<file path="config.mk">
export PLATFORM = sky130hd
export DESIGN_NAME = fsp_sequencer
export DESIGN_NICKNAME = d
export VERILOG_FILES = /design/src/fsp_sequencer.v
export VERILOG_INCLUDE_DIRS = /design/src
export SDC_FILE = /design/constraint.sdc
export NUM_CORES = 1
export LEC_CHECK = 0
export CORE_MARGIN = 2
export CORE_UTILIZATION = 35
export CTS_BUF_LIST = sky130_fd_sc_hd__clkbuf_8
export DETAILED_ROUTE_END_ITERATION = 12
export DONT_BUFFER_PORTS = 1
export RECOVER_POWER = 50
export SLEW_MARGIN = 20
export SYNTH_ARGS = -nofsm -noshare
export SYNTH_HDL_FRONTEND = slang
export SYNTH_SLANG_ARGS = --single-unit
export TNS_END_PERCENT = 5
</file>
<file path="constraint.sdc">
create_clock -name mclk -period 7.7 [get_ports mclk]
set_clock_uncertainty 0.2 [all_clocks]
set_input_delay 0 -clock mclk [delete_from_list [all_inputs] [get_ports mclk]]
set_output_delay 0 -clock mclk [all_outputs]
set_load 0.05 [all_outputs]
</file>
<file path="src/fsp_map.vh">
// Register map, field layout and timing constants of the flash self-programming sequencer
`ifndef FSP_MAP_VH
`define FSP_MAP_VH

// ****************************************
// Register byte offsets
// ****************************************
`define FSP_OFS_CONTROL   8'h00
`define FSP_OFS_POINTER   8'h04
`define FSP_OFS_DATA_LOW  8'h08
`define FSP_OFS_DATA_HIGH 8'h0C
`define FSP_OFS_STATUS    8'h10

// ****************************************
// Control register fields
// ****************************************
`define FSP_CMD_W         6
`define FSP_CMD_LOAD      6'h01
`define FSP_CMD_ERASE     6'h03
`define FSP_CMD_WRITE     6'h05
`define FSP_CMD_CLEAR     6'h11
`define FSP_CMD_NONE      6'h00
`define FSP_BIT_ARM       0
`define FSP_BIT_ERASE     1
`define FSP_BIT_WRITE     2
`define FSP_BIT_CLEAR     4

// ****************************************
// Pointer layout: bit 0 ignored, word in page, page index
// ****************************************
`define FSP_PTR_W         16
`define FSP_WORD_LSB      1
`define FSP_WORD_MSB      5
`define FSP_WORD_W        5
`define FSP_PAGE_LSB      6
`define FSP_PAGE_MSB      15
`define FSP_PAGE_W        10
`define FSP_PAGE_WORDS    32
`define FSP_ERASED_WORD   16'hFFFF

// ****************************************
// Timing
// ****************************************
`define FSP_ARM_CYCLES    3'h4
// Default operation times: 4 ms each at 250 MHz, already sized to the timer
`define FSP_ERASE_CYCLES  24'h0F_4240
`define FSP_WRITE_CYCLES  24'h0F_4240
`define FSP_TMR_W         24

`endif

</file>
<file path="src/fsp_sequencer.v">
// Flash page self-programming sequencer with an AHB-Lite register slave
`timescale 1ns/100ps
`include "fsp_map.vh"
// Function
// - Program flash only as whole pages from buffer
// - Buffer filled one word per store instruction
// - Buffer words loadable in any order
// - Erase command plus store within four cycles
// - Erase uses page index only
// - Core stalled during whole erase
// - Load command stores both data registers
// - Word field picks buffer location
// - Buffer cleared after write, clear bit, reset
// - EEPROM write discards loaded buffer data
// - Write command programs buffer to page
// - Core stalled during whole page write
// - Arm bit lasts four cycles, to a load store, or to operation end
// - Undefined command patterns have no effect
// - Clear bit discards buffer contents
// - EEPROM write blocks writes of all programming commands

module fsp_sequencer
#(
	parameter [`FSP_TMR_W-1:0] ERASE_CYCLES = `FSP_ERASE_CYCLES,
	parameter [`FSP_TMR_W-1:0] WRITE_CYCLES = `FSP_WRITE_CYCLES
)
(
	// Clock and reset
	input  wire        mclk,
	input  wire        rst_n,
	// AHB-Lite slave
	input  wire        hsel,
	input  wire [7:0]  haddr,
	input  wire [1:0]  htrans,
	input  wire        hwrite,
	input  wire [2:0]  hsize,
	input  wire [31:0] hwdata,
	input  wire        hready,
	output reg  [31:0] hrdata,
	output reg         hreadyout,
	output reg         hresp,
	// Core side
	input  wire        storeProgReq,
	output reg         coreStall,
	// EEPROM side
	input  wire        eepromBusy,
	input  wire        eepromWriteStart,
	// Flash array side
	output reg         flashEraseReq,
	output reg  [9:0]  flashPageAddr,
	output reg         flashWordWe,
	output reg  [4:0]  flashWordAddr,
	output reg  [15:0] flashWordData,
	output reg         flashBusy
);

	// ****************************************
	// Local state
	// ****************************************
	localparam [1:0] ST_IDLE  = 2'h0;
	localparam [1:0] ST_ERASE = 2'h1;
	localparam [1:0] ST_WRITE = 2'h2;

	reg  [1:0]              stateReg;
	reg  [`FSP_CMD_W-1:0]   cmdReg;
	reg  [2:0]              armCntReg;
	reg  [`FSP_PTR_W-1:0]   pointerReg;
	reg  [7:0]              dataLowReg;
	reg  [7:0]              dataHighReg;
	reg  [`FSP_TMR_W-1:0]   timerReg;
	reg  [`FSP_WORD_W:0]    streamIdxReg;
	reg  [15:0]             bufMem [0:`FSP_PAGE_WORDS-1];
	reg  [`FSP_PAGE_WORDS-1:0] bufValidReg;
	reg                     wrPendReg;
	reg  [7:0]              wrAddrReg;
	reg                     opDoneReg;

	wire                    addrPhase;
	wire                    ctrlWrite;
	wire [`FSP_CMD_W-1:0]   wrCmd;
	wire                    armed;
	wire                    fire;
	wire                    bufClear;
	wire [`FSP_WORD_W-1:0]  loadIdx;
	wire [`FSP_WORD_W-1:0]  streamIdx;

	// Buffer word as seen by the flash; unloaded words program as erased
	function [15:0] buf_word;
		input [`FSP_WORD_W-1:0] idx;
		input                   valid;
		input [15:0]            word;
		begin
			buf_word = valid ? word : `FSP_ERASED_WORD;
		end
	endfunction

	// Only the documented command patterns are accepted
	function cmd_legal;
		input [`FSP_CMD_W-1:0] cmd;
		begin
			cmd_legal = (cmd == `FSP_CMD_LOAD) || (cmd == `FSP_CMD_ERASE) ||
				(cmd == `FSP_CMD_WRITE) || (cmd == `FSP_CMD_CLEAR);
		end
	endfunction

	// ****************************************
	// Bus decode
	// ****************************************
	// Zero wait states, so the data phase always follows the address phase by one cycle
	assign addrPhase = hsel & htrans[1] & hready;
	assign wrCmd     = hwdata[`FSP_CMD_W-1:0];
	// Command writes are dropped while an EEPROM write runs or an operation is busy
	assign ctrlWrite = wrPendReg & (wrAddrReg == `FSP_OFS_CONTROL) & ~eepromBusy & (stateReg == ST_IDLE);
	assign armed     = (armCntReg != 3'h0);
	assign fire      = armed & storeProgReq & ~ctrlWrite & (stateReg == ST_IDLE);
	assign loadIdx   = pointerReg[`FSP_WORD_MSB:`FSP_WORD_LSB];
	assign streamIdx = streamIdxReg[`FSP_WORD_W-1:0];
	// Clear sources: clear command, EEPROM write mid-fill, end of page write
	assign bufClear  = (ctrlWrite & cmd_legal(wrCmd) & wrCmd[`FSP_BIT_CLEAR]) |
		eepromWriteStart |
		(opDoneReg & (stateReg == ST_WRITE));

	// ****************************************
	// AHB-Lite slave
	// ****************************************
	// Read data is prepared in the address phase so it stands in the data phase
	always @(posedge mclk)
	begin
		if (!rst_n)
		begin
			hrdata    <= 32'h0000_0000;
			hreadyout <= 1'b0;
			hresp     <= 1'b0;
			wrPendReg <= 1'b0;
			wrAddrReg <= 8'h00;
		end
		else
		begin
			hreadyout <= 1'b1;
			hresp     <= 1'b0;
			wrPendReg <= addrPhase & hwrite;
			wrAddrReg <= haddr;
			if (addrPhase & ~hwrite)
			begin
				case (haddr)
					`FSP_OFS_CONTROL:   hrdata <= {26'h0, cmdReg & {`FSP_CMD_W{armed | (stateReg != ST_IDLE)}}};
					`FSP_OFS_POINTER:   hrdata <= {16'h0000, pointerReg};
					`FSP_OFS_DATA_LOW:  hrdata <= {24'h00_0000, dataLowReg};
					`FSP_OFS_DATA_HIGH: hrdata <= {24'h00_0000, dataHighReg};
					`FSP_OFS_STATUS:    hrdata <= {29'h0, eepromBusy, armed, stateReg != ST_IDLE};
					default:            hrdata <= 32'h0000_0000; // Unmapped reads zero
				endcase
			end
		end
	end

	// ****************************************
	// Pointer and data registers
	// ****************************************
	always @(posedge mclk)
	begin
		if (!rst_n)
		begin
			pointerReg  <= 16'h0000;
			dataLowReg  <= 8'h00;
			dataHighReg <= 8'h00;
		end
		else if (wrPendReg)
		begin
			if (wrAddrReg == `FSP_OFS_POINTER)
				pointerReg <= hwdata[`FSP_PTR_W-1:0];
			if (wrAddrReg == `FSP_OFS_DATA_LOW)
				dataLowReg <= hwdata[7:0];
			if (wrAddrReg == `FSP_OFS_DATA_HIGH)
				dataHighReg <= hwdata[7:0];
		end
	end

	// ****************************************
	// Command arming window
	// ****************************************
	// The arm bit holds for four cycles, until a load store, or until an erase or write ends
	always @(posedge mclk)
	begin
		if (!rst_n)
		begin
			cmdReg    <= `FSP_CMD_NONE;
			armCntReg <= 3'h0;
		end
		else if (ctrlWrite & cmd_legal(wrCmd) & ~wrCmd[`FSP_BIT_CLEAR])
		begin
			cmdReg    <= wrCmd;
			armCntReg <= `FSP_ARM_CYCLES;
		end
		else if (ctrlWrite & cmd_legal(wrCmd))
			cmdReg <= `FSP_CMD_NONE; // Clear acts at once and arms nothing
		else if (fire)
			armCntReg <= 3'h0;
		else if (opDoneReg)
			cmdReg <= `FSP_CMD_NONE;
		else if (armed)
		begin
			armCntReg <= armCntReg - 3'h1;
			if (armCntReg == 3'h1)
				cmdReg <= `FSP_CMD_NONE; // Timeout
		end
		// Any other pattern leaves the sequencer untouched
	end

	// ****************************************
	// Temporary page buffer
	// ****************************************
	// Valid bits stand in for resetting the array to erased 16'hFFFF words; a load in the clear cycle still lands
	always @(posedge mclk)
	begin
		if (!rst_n)
			bufValidReg <= {`FSP_PAGE_WORDS{1'b0}};
		else
		begin
			if (bufClear)
				bufValidReg <= {`FSP_PAGE_WORDS{1'b0}};
			if (fire && (cmdReg == `FSP_CMD_LOAD))
				bufValidReg[loadIdx] <= 1'b1;
		end
	end

	// Word store; any location in any order, one word per store
	always @(posedge mclk)
	begin
		if (fire && (cmdReg == `FSP_CMD_LOAD))
			bufMem[loadIdx] <= {dataHighReg, dataLowReg};
	end

	// ****************************************
	// Erase and write sequencer
	// ****************************************
	// Stall rises the edge after the store and falls when the timer expires
	always @(posedge mclk)
	begin
		if (!rst_n)
		begin
			stateReg      <= ST_IDLE;
			timerReg      <= {`FSP_TMR_W{1'b0}};
			streamIdxReg  <= {(`FSP_WORD_W+1){1'b0}};
			coreStall     <= 1'b0;
			flashBusy     <= 1'b0;
			flashEraseReq <= 1'b0;
			flashPageAddr <= 10'h000;
			flashWordWe   <= 1'b0;
			flashWordAddr <= 5'h00;
			flashWordData <= 16'h0000;
			opDoneReg     <= 1'b0;
		end
		else
		begin
			flashEraseReq <= 1'b0;
			flashWordWe   <= 1'b0;
			opDoneReg     <= 1'b0;
			case (stateReg)
				ST_IDLE:
				begin
					if (fire && (cmdReg == `FSP_CMD_ERASE))
					begin
						stateReg      <= ST_ERASE;
						flashPageAddr <= pointerReg[`FSP_PAGE_MSB:`FSP_PAGE_LSB];
						flashEraseReq <= 1'b1;
						timerReg      <= ERASE_CYCLES;
						coreStall     <= 1'b1;
						flashBusy     <= 1'b1;
					end
					else if (fire && (cmdReg == `FSP_CMD_WRITE))
					begin
						stateReg      <= ST_WRITE;
						flashPageAddr <= pointerReg[`FSP_PAGE_MSB:`FSP_PAGE_LSB];
						streamIdxReg  <= {(`FSP_WORD_W+1){1'b0}};
						timerReg      <= WRITE_CYCLES;
						coreStall     <= 1'b1;
						flashBusy     <= 1'b1;
					end
				end
				ST_ERASE, ST_WRITE:
				begin
					// The whole page goes out from the buffer, never single words
					if ((stateReg == ST_WRITE) && !streamIdxReg[`FSP_WORD_W])
					begin
						flashWordWe   <= 1'b1;
						flashWordAddr <= streamIdx;
						flashWordData <= buf_word(streamIdx, bufValidReg[streamIdx], bufMem[streamIdx]);
						streamIdxReg  <= streamIdxReg + 6'h01;
					end
					if (timerReg <= 24'h00_0001)
					begin
						opDoneReg <= 1'b1;
						coreStall <= 1'b0;
						flashBusy <= 1'b0;
					end
					else
						timerReg <= timerReg - 24'h00_0001;
					if (opDoneReg)
						stateReg <= ST_IDLE;
				end
				default:
					stateReg <= ST_IDLE;
			endcase
		end
	end

endmodule // fsp_sequencer

</file>
==> impl_metrics.toml, run 1 <==
[sta]
max_freq_ghz = 0.207
finalCritPeriodShare_pct = 62.9
period_needed_ns = 4.84
tightest_slew_ns = 2.10
maxSlewHeadroom_pct = -40.0
holdWs_ns = 0.0898
rsz0062_at_grt = "no"
drv_slew = 418
fin_tns_setup_ns = 0
finalHoldViolCount = 0
setup_viol = 0

[grt]
grt_overflow = 0
grt_max_degree = 80
grt_pass1_wl_mm = 100
grt_use_met2_pct = 27.3
grt-busiest-layer = "met2"
grt.met1_usage_pct = 22.9
first_global_vias = 16100
grt_util_all_layers_pct = 17.0
gr-usage-met3_pct = 3.82
antenna_found_initial = 1

[power_and_ir_drop]
p_per_area_mw_per_mm2 = 222
p_int_mw = 5.37
netSwitchingFraction_pct = 21.7
fin_total_pwr_mw = 6.85
p_comb_share_pct = 2.2
leakage_nw = 10.3
p_switching_mw = 1.48
ir_drop_v = 0.000138
p_seq_share_pct = 57.3
p_clk_share_pct = 40.5

[synth]
synthesis.area_sq_mm = 0.0270
synth_edf_count = 512
postSynthAreaPerCell_sq_um = 15.0
yosys-top-cells-area = "edfxtp_1, dfxtp_1, mux4_2"
yosysWarnings = 0
synth.distinct_cells = 67
yosysTopAreaCell = "edfxtp_1"
async_reset_ff_share_pct = 0
ys_ff_latch = 683
synth_top_area_share_pct = 56.9
synth_flop_cell = "edfxtp_1"
ys_seq_area_share_pct = 69.5
synthCells = 1797

[critical_path]
cp.arrival_ns = 5.26
cpPeakStageDelay_ns = 1.50
r2r_cells = 9
cp_slowest_cell = "clkbuf_1"
r2r_slack_ns = 3.82
crit_chain = "dlygate4sd3_1, clkbuf_1, inv_1, buf_4, nor3_1, dlygate4sd3_1, a22o_1, dlygate4sd3_1"
endpoint_kind = "flop"
critPathTopFamily = "buffers and inverters"
r2r-start = "stateReg[0]"
required_ns = 8.12
worst-setup-path-type = "in -> reg"
cp_max_fo = 79
path_buf_inv = 6
cp_common_cell = "dlygate4sd3_1"
r2r_end = "cmdReg[2]"
critPathLaunchType = "primary input"

[die]
start_util_pct = 35.5
dieArea_sq_mm = 0.0795
core_sq_mm = 0.0762
pin_count = 122
fp.dieH_um = 282
die_w_um = 282
num_rows = 101

[cells_and_area]
drive_gt1_share_pct = 14.5
nets = 1983
syn2layout_area_growth_pct = 14.1

[place]
dp_hpwl_mm = 39.9
gp_congestion = 0.797
io_buffers = 0

[drt]
finalWirelength_mm = 67.8
wire_per_inst_um = 22.4
drc = 0
num_vias = 16300
avgViaCountPerCell = 5.37
ant_nets = 0
drtIter0Drc = 1285
first_pass_iters = 5

[clock_tree]
cts-htree-levels = 3
root_buffer = "clkbuf_8"
cts_buffers = 107
cts_tree = "built"
post_cts_resized = 0
clk_pin_slew_worst_paths_ns = 0.06
clock_latency_ns = 0.70
cts.sinks = 683
clk_path_buf_depth = 3

[status]
failed_checks = "max-capacitance violations, max-slew violations"
status = "finished, violations left"

[min_path]
worstHoldPathType = "in -> reg"
min_from = "hwdata[4]"
hold_end = "dataHighReg[4]"
hold_depth = 3

[run]
cap_violations = 12
==> per-layer routing <==
metal,vias to the layer above,routed length [um]
li1,7241,-
met1,8341,29200
met2,581,32000
met3,107,5110
met4,0,1470
met5,-,0
==> cell usage in the layout (no fill, tap or decap), types with 48 or more instances in the layout <==
cell type,count
nand2_1,104
dfxtp_1,169
nor2_1,119
mux4_2,81
dlygate4sd3_1,64
mux2i_1,148
o21ai_0,107
edfxtp_1,512
inv_1,48
a221oi_1,56
clkbuf_8,118
a21oi_1,67
==> worst min-delay path, delay by kind of cell <==
family                 cells  cell delay, ns
buffers and inverters      1            0.69
and+or+nand+nor            1            0.05
muxes                      1            0.18
==> logic make-up after synthesis <==
group | Yosys count | share of synthesized area (%)
multiplexers | 238 | 12.6
other | 1 | 0.0139
XOR/XNOR | 1 | 0.0324
AND/OR/NAND/NOR | 377 | 6.57
flip-flops | 683 | 69.5
adder cells (fa/ha/maj) | 10 | 0.454
AO/OA/AOI/OAI | 343 | 8.42
buffers and inverters | 144 | 2.37
==> synth_stat cells, types with 5 or more instances <==
master / number
o31ai_1: 5
and2_1: 15
buf_2: 17
nor2_1: 119
clkbuf_1: 73
ha_1: 9
o21ai_0: 107
a31oi_1: 8
nand3_1: 39
a311oi_1: 7
or3_1: 12
a21oi_1: 67
mux2_2: 9
nand2b_1: 9
nand4_1: 6
buf_1: 17
nand3b_1: 6
o22ai_1: 7
mux2i_1: 148
inv_1: 16
a211oi_1: 10
or4_1: 8
edfxtp_1: 512
a221oi_1: 56
a22oi_1: 46
nor3_1: 26
or2_2: 7
nor4_1: 6
mux4_2: 81
dfxtp_1: 171
nand2_1: 104
buf_4: 19
==> power groups by stage <==
| stage | combinational (mW) | sequential [mW] | clock [mW] |
|---|---|---|---|
| 6_report | 0.151 | 3.93 | 2.77 |
| 5_1_grt | 0.168 | 3.93 | 2.99 |
| 4_1_cts | 0.150 | 3.93 | 2.84 |
| 3_5_place_dp | 0.118 | 4.00 | 0 |
| 3_3_place_gp | 0.114 | 4.00 | 0 |
| 2_1_floorplan | 0.108 | 4.00 | 0 |
==> area by class of cell <==
class / instances / area [sq um]
Timing Repair Buffer: 126 / 1060
Clock inverter: 71 / 318
Multi-Input combinational cell: 986 / 7670
Tap cell: 1030 / 1290
Antenna cell: 1 / 2.50
Fill cell: 6885 / 45400
Inverter: 17 / 63.8
Sequential cell: 683 / 18800
Clock buffer: 118 / 1620
==> state kept, by name (all words and copies together), names as in the netlist, 2 cells and up, named ones only <==
signal         count
bufMem           512
bufValidReg       32
timerReg          24
flashWordData     16
hrdata            16
pointerReg        16
flashPageAddr     10
dataHighReg        8
dataLowReg         8
wrAddrReg          8
cmdReg             6
streamIdxReg       6
flashWordAddr      5
armCntReg          3
stateReg           2
==> timing repair <==
| action | CTS | global route |
|---|---|---|
| hold buffers | 65 | 0 |
| setup buffers | 0 | 0 |
| hold endpoints to repair | 166 | 0 |
| endpoints found under the setup margin | 0 | 0 |
==> how the worst max path moves through the flow <==
stage           startpoint  slack (ns)          endpoint  cells past startpoint
2_1_floorplan    cmdReg[5]        4.48     bufMem[24][0]                      6
3_3_place_gp          flop        4.05  flashWordData[9]                      6
3_5_place_dp          flop        4.02  flashWordData[9]                      6
4_1_cts        stateReg[0]        3.94         cmdReg[1]                      9
5_1_grt              rst_n        2.57         cmdReg[2]                      8
6_report             rst_n        2.86         cmdReg[2]                      8
==> stage by stage <==
step | util, % | worst slack [ns] | instance area (sq um) | std cells
after floorplan | - | 4.48 | 27100 | 1813
after global placement | 37.1 | 4.05 | 28300 | 2776
after detailed placement | 37.1 | 4.02 | 28300 | 2776
after CTS | 40.5 | 3.94 | 30900 | 3030
after global routing | 40.5 | 2.57 | 30800 | 3032
final | 40.5 | 2.86 | 30800 | 3032
Note: power is estimated with default switching activity, not from simulation.
==> inputs of run 2 (changes only) <==
==> constraint.sdc (replaced) <==
create_clock -name mclk -period 4.1 [get_ports mclk]
set_clock_uncertainty 0.2 [all_clocks]
set_input_delay 0 -clock mclk [delete_from_list [all_inputs] [get_ports mclk]]
set_output_delay 0 -clock mclk [all_outputs]
set_load 0.05 [all_outputs]
==> run 2 against run 1 <==
The run still ends with max-capacitance violations, max-slew violations left; via count down 1.2%; combinational power up 89%; wire length down 3.1%; clock power up 100%; critical path type is now reg -> reg.
==> impl_metrics.toml, run 2 (synthesis gave the netlist of run 1 again) <==
[critical_path]
r2r-start = "stateReg[0]"
cp.arrival_ns = 3.97
required_ns = 4.53
critical_path.startpoint = "stateReg[0]"
endpoint_kind = "flop"
critPathLaunchType = "flop"
r2r_slack_ns = 0.56
worst-setup-path-type = "reg -> reg"
cp_max_fo = 20

[power_and_ir_drop]
ir_drop_v = 0.000206
p_per_area_mw_per_mm2 = 424
leakage_nw = 10.5
fin_total_pwr_mw = 13.2

[drt]
ant_nets = 0
routed-wl-met3_mm = 5.59
drtIter0Drc = 1478
highest_layer = "met4"
num_vias = 16100
wl_met2_mm = 29.9
finalWirelength_mm = 65.7
avgViaCountPerCell = 5.26
wl_met1_mm = 28.8
first_pass_iters = 6
drc = 0
wire_per_inst_um = 21.5

[sta]
finalHoldViolCount = 0
setup_ws_ns = 0.563
period_needed_ns = 3.54
drv_slew = 548
finalCritPeriodShare_pct = 86.3
maxSlewHeadroom_pct = -23.1
rsz0062_at_grt = "no"
tightest_slew_ns = 1.85
holdWs_ns = 0.0749
fin_tns_setup_ns = 0
setup_viol = 0
max_freq_ghz = 0.283

[place]
place_area_sq_mm = 0.0285
place_ws_ns = 0.749
gp_congestion = 0.833
io_buffers = 0
dp.cells = 2793
dp_hpwl_mm = 41.0

[grt]
antenna_found_initial = 2
grt_overflow = 0
first_global_vias = 16000
grt_pass1_wl_mm = 98.2
grt_max_degree = 60
grt_util_all_layers_pct = 16.6

[cells_and_area]
layout_top_registers = "bufMem (512), bufValidReg (32), timerReg (24)"
fin_cells = 3056
nets = 2002
mostFrequentLayoutCell = "edfxtp_1"
fillers = 6933
top_register = "bufMem"
syn2layout_area_growth_pct = 15.5
final_area_sq_mm = 0.0312
utilization_pct = 41.0
largest_reg_flops = 512
drive_gt1_share_pct = 15.8
layout_common_cells = "edfxtp_1, dfxtp_1, mux2i_1"

[clock_tree]
cts_buffers = 107
cts.sinks = 683
clk_path_buf_depth = 3
clk_pin_slew_worst_paths_ns = 0.06
clock_latency_ns = 0.70
cts_tree = "built"
cts-htree-levels = 3
root_buffer = "clkbuf_8"
post_cts_buffers = 0

[status]
status = "finished, violations left"
failed_checks = "max-capacitance violations, max-slew violations"

[run]
cap_violations = 16

[die]
num_rows = 101
core_sq_mm = 0.0762
pin_count = 122
dieArea_sq_mm = 0.0795
fp.dieH_um = 282
die_w_um = 282
start_util_pct = 35.5

[min_path]
min_from = "hwrite"
worstHoldPathType = "in -> reg"
## run 2: cell types whose count changed in the layout (fill, tap and decap cells not counted), moves of 3 or more
cell / change
buf_12: +6
buf_4: +9
clkbuf_1: +4
clkbuf_8: +12
clkinv_1: -14
clkinv_2: +3
inv_1: +4
## run 2: layout make-up
cell class / count / area, sq um / share of cell area, %
clock inverters: 63 / 318 / 1.02
multi-input cells: 986 / 7680 / 24.6
diodes: 2 / 5.00 / 0.0160
inverters: 17 / 63.8 / 0.204
well taps: 1030 / 1290 / 4.13
clock buffers: 130 / 1790 / 5.73
flip-flops and latches: 683 / 18800 / 60.3
repair buffers: 145 / 1260 / 4.04
## run 2: repair_timing
item | CTS | global route
gates resized for setup | 0 | 0
endpoints found under the hold margin | 166 | 0
hold buffers | 67 | 0
setup endpoints to repair | 0 | 0
## run 2: where the power goes
part	switching, mW	internal (mW)	leakage (nW)
logic	0.185	0.101	2.87
registers	0.0224	7.35	6.44
clock network	2.60	2.98	1.22
total	2.81	10.4	10.5
## run 2: path summary, 6_finish.rpt
check,endpoint,depth (start not counted)
worst max-delay path,timerReg[7],8
worst min-delay path,hrdata[1],4
worst max register to register,timerReg[7],8
worst min register to register,bufValidReg[26],2
## run 2: layer usage
layer,vias to the layer above,global-route usage (%)
met5,-,0
met4,0,5.05
met3,92,4.06
met2,604,25.4
met1,8072,23.2
li1,7301,-
## run 2: critical path: stages, from the launching register on
cell           delay (ns)
dfxtp_1              0.35
inv_1                0.09
ha_1                 0.31
clkbuf_1             0.77
nand2b_1             0.23
a211oi_2             0.58
and2_1               0.27
o21a_1               0.14
dlygate4sd3_1        0.53
==> inputs of run 3 (changes only) <==
--- a/config.mk
+++ b/config.mk
@@ -7,10 +7,11 @@
 export NUM_CORES = 1
 export LEC_CHECK = 0
 export CORE_MARGIN = 2
-export CORE_UTILIZATION = 35
+export CORE_UTILIZATION = 50
 export CTS_BUF_LIST = sky130_fd_sc_hd__clkbuf_8
 export DETAILED_ROUTE_END_ITERATION = 12
 export DONT_BUFFER_PORTS = 1
+export PLACE_DENSITY = 0.68
 export RECOVER_POWER = 50
 export SLEW_MARGIN = 20
 export SYNTH_ARGS = -nofsm -noshare
==> run 3 against run 2 <==
The run still ends with max-capacitance violations, max-slew violations left; cell area down 1.7%; hold slack got worse by 0.037 ns; first-iteration DRC count grew 17%; critical path depth up 1; global-route usage increased by 6.3 points; clock-buffer cell count decreased by 9; cell count is 11% lower; core utilization rose by 16 points; combinational power rose by 5%; critical path type is now in -> reg; largest cell class unchanged; largest power group unchanged; highest routed layer unchanged.
==> impl_metrics.toml, run 3 (synthesis gave the netlist of run 1 again) <==
[status]
status = "finished, violations left"
failed_checks = "max-capacitance violations, max-slew violations"

[sta]
setup_ws_ns = 0.460
finalHoldViolCount = 0
drv_slew = 549
setup_viol = 0
period_needed_ns = 3.64
maxSlewHeadroom_pct = -24.3
rsz0062_at_grt = "no"
max_freq_ghz = 0.275
holdWs_ns = 0.0381
tightest_slew_ns = 1.86
fin_tns_setup_ns = 0
finalCritPeriodShare_pct = 88.8

[die]
pin_count = 122
dieArea_sq_mm = 0.0559
fp.dieH_um = 237
start_util_pct = 50.4
die_w_um = 237
core_sq_mm = 0.0536
num_rows = 85

[grt]
grt_pass1_wl_mm = 96.3
grt_max_degree = 62
first_global_vias = 16100
grt_overflow = 0
antenna_found_initial = 1
grt_util_all_layers_pct = 22.8

[critical_path]
endpoint_kind = "flop"
cp.arrival_ns = 4.08
crit_chain = "dlygate4sd3_1, nor2b_1, a22oi_1, o22ai_1, dlygate4sd3_1, a21oi_1, dlygate4sd3_1, a21oi_1, dlygate4sd3_1"
cp_common_cell = "dlygate4sd3_1"
cp_max_fo = 12
r2r-start = "stateReg[0]"
critPathLaunchType = "primary input"
critical_path.startpoint = "haddr[2]"
worst-setup-path-type = "in -> reg"
path_buf_inv = 4
cpPeakStageDelay_ns = 0.99
cp_slowest_cell = "dlygate4sd3_1"
critPathTopFamily = "buffers and inverters"
required_ns = 4.54

[power_and_ir_drop]
ir_drop_v = 0.000298
p_comb_share_pct = 2.3
p_seq_share_pct = 57.1
p_switching_mw = 2.77
netSwitchingFraction_pct = 21.4
p_per_area_mw_per_mm2 = 421
p_clk_share_pct = 40.6
p_int_mw = 10.1
fin_total_pwr_mw = 12.9
leakage_nw = 10.5

[drt]
finalWirelength_mm = 63.5
drc = 0
wire_per_inst_um = 23.3
ant_nets = 0
first_pass_iters = 5
num_vias = 16200
avgViaCountPerCell = 5.94
drtIter0Drc = 1723

[cells_and_area]
fillers = 4149
mostFrequentLayoutCell = "edfxtp_1"
top_register = "bufMem"
syn2layout_area_growth_pct = 13.5
utilization_pct = 57.2
fin_cells = 2721
final_area_sq_mm = 0.0307
drive_gt1_share_pct = 15.2
layout_top_registers = "bufMem (512), bufValidReg (32), timerReg (24)"
largest_reg_flops = 512
nets = 2001
layout_common_cells = "edfxtp_1, dfxtp_1, mux2i_1"

[clock_tree]
clk_path_buf_depth = 3
cts_buffers = 106
clock_latency_ns = 0.71
root_buffer = "clkbuf_8"
cts.sinks = 683
cts_tree = "built"
clk_pin_slew_worst_paths_ns = 0.07
post_cts_resized = 0
cts-htree-levels = 3

[place]
place_ws_ns = 0.722
gp_congestion = 0.838
dp_hpwl_mm = 38.1
io_buffers = 0
dp.cells = 2457
place_area_sq_mm = 0.0280

[run]
cap_violations = 16

[min_path]
worstHoldPathType = "in -> reg"
min_from = "hwdata[4]"
[run 3: cell count changes in the layout (fill, tap and decap cells not counted), sizes merged, moves of 3 or more]
cell,change
inv,+9
diode,+3
buf,-4
clkinv,-3
clkbuf,-8
dlygate4sd3,+3
[run 3: final timing paths]
| check | endpoint | slack [ns] | cells past startpoint |
|---|---|---|---|
| min reg2reg | timerReg[21] | 0.25 | 1 |
| max | hrdata[2] | 0.46 | 9 |
| min | dataHighReg[4] | 0.04 | 3 |
| max reg2reg | bufMem[29][13] | 0.58 | 9 |
[run 3: power by group through the flow]
stage | logic (mW) | registers, mW | clock network [mW]
after floorplan | 0.203 | 7.52 | 0
after global placement | 0.211 | 7.52 | 0
after detailed placement | 0.224 | 7.52 | 0
after CTS | 0.284 | 7.37 | 5.36
after global routing | 0.324 | 7.37 | 5.68
final | 0.299 | 7.38 | 5.24
[run 3: per-layer routing]
layer  vias to the layer above  global-route usage, %  part of all wire (%)
li1                       7288                      -                     -
met1                      8136                   32.9                    43
met2                       652                   35.8                    47
met3                        93                   4.81                   8.2
met4                         0                   5.60                   1.8
met5                         -                      0                     0
[run 3: worst min-delay path, cell delays in order]
cell and delay, ns:
dlygate4sd3_1 0.67, mux2i_1 0.17, nor2_1 0.05
[run 3: cell type report]
type / instances / area, sq um / area share (%)
clock buffers: 121 / 1670 / 5.43
flip-flops and latches: 683 / 18800 / 61.3
repair buffers: 145 / 1260 / 4.12
multi-input cells: 986 / 7670 / 25.0
clock inverters: 68 / 313 / 1.02
inverters: 17 / 63.8 / 0.208
diodes: 5 / 12.5 / 0.0408
well taps: 696 / 871 / 2.84
[run 3: repair_timing]
| item | CTS | global route |
|---|---|---|
| setup buffers | 0 | 0 |
| hold endpoints to repair | 167 | 0 |
| hold buffers | 70 | 0 |
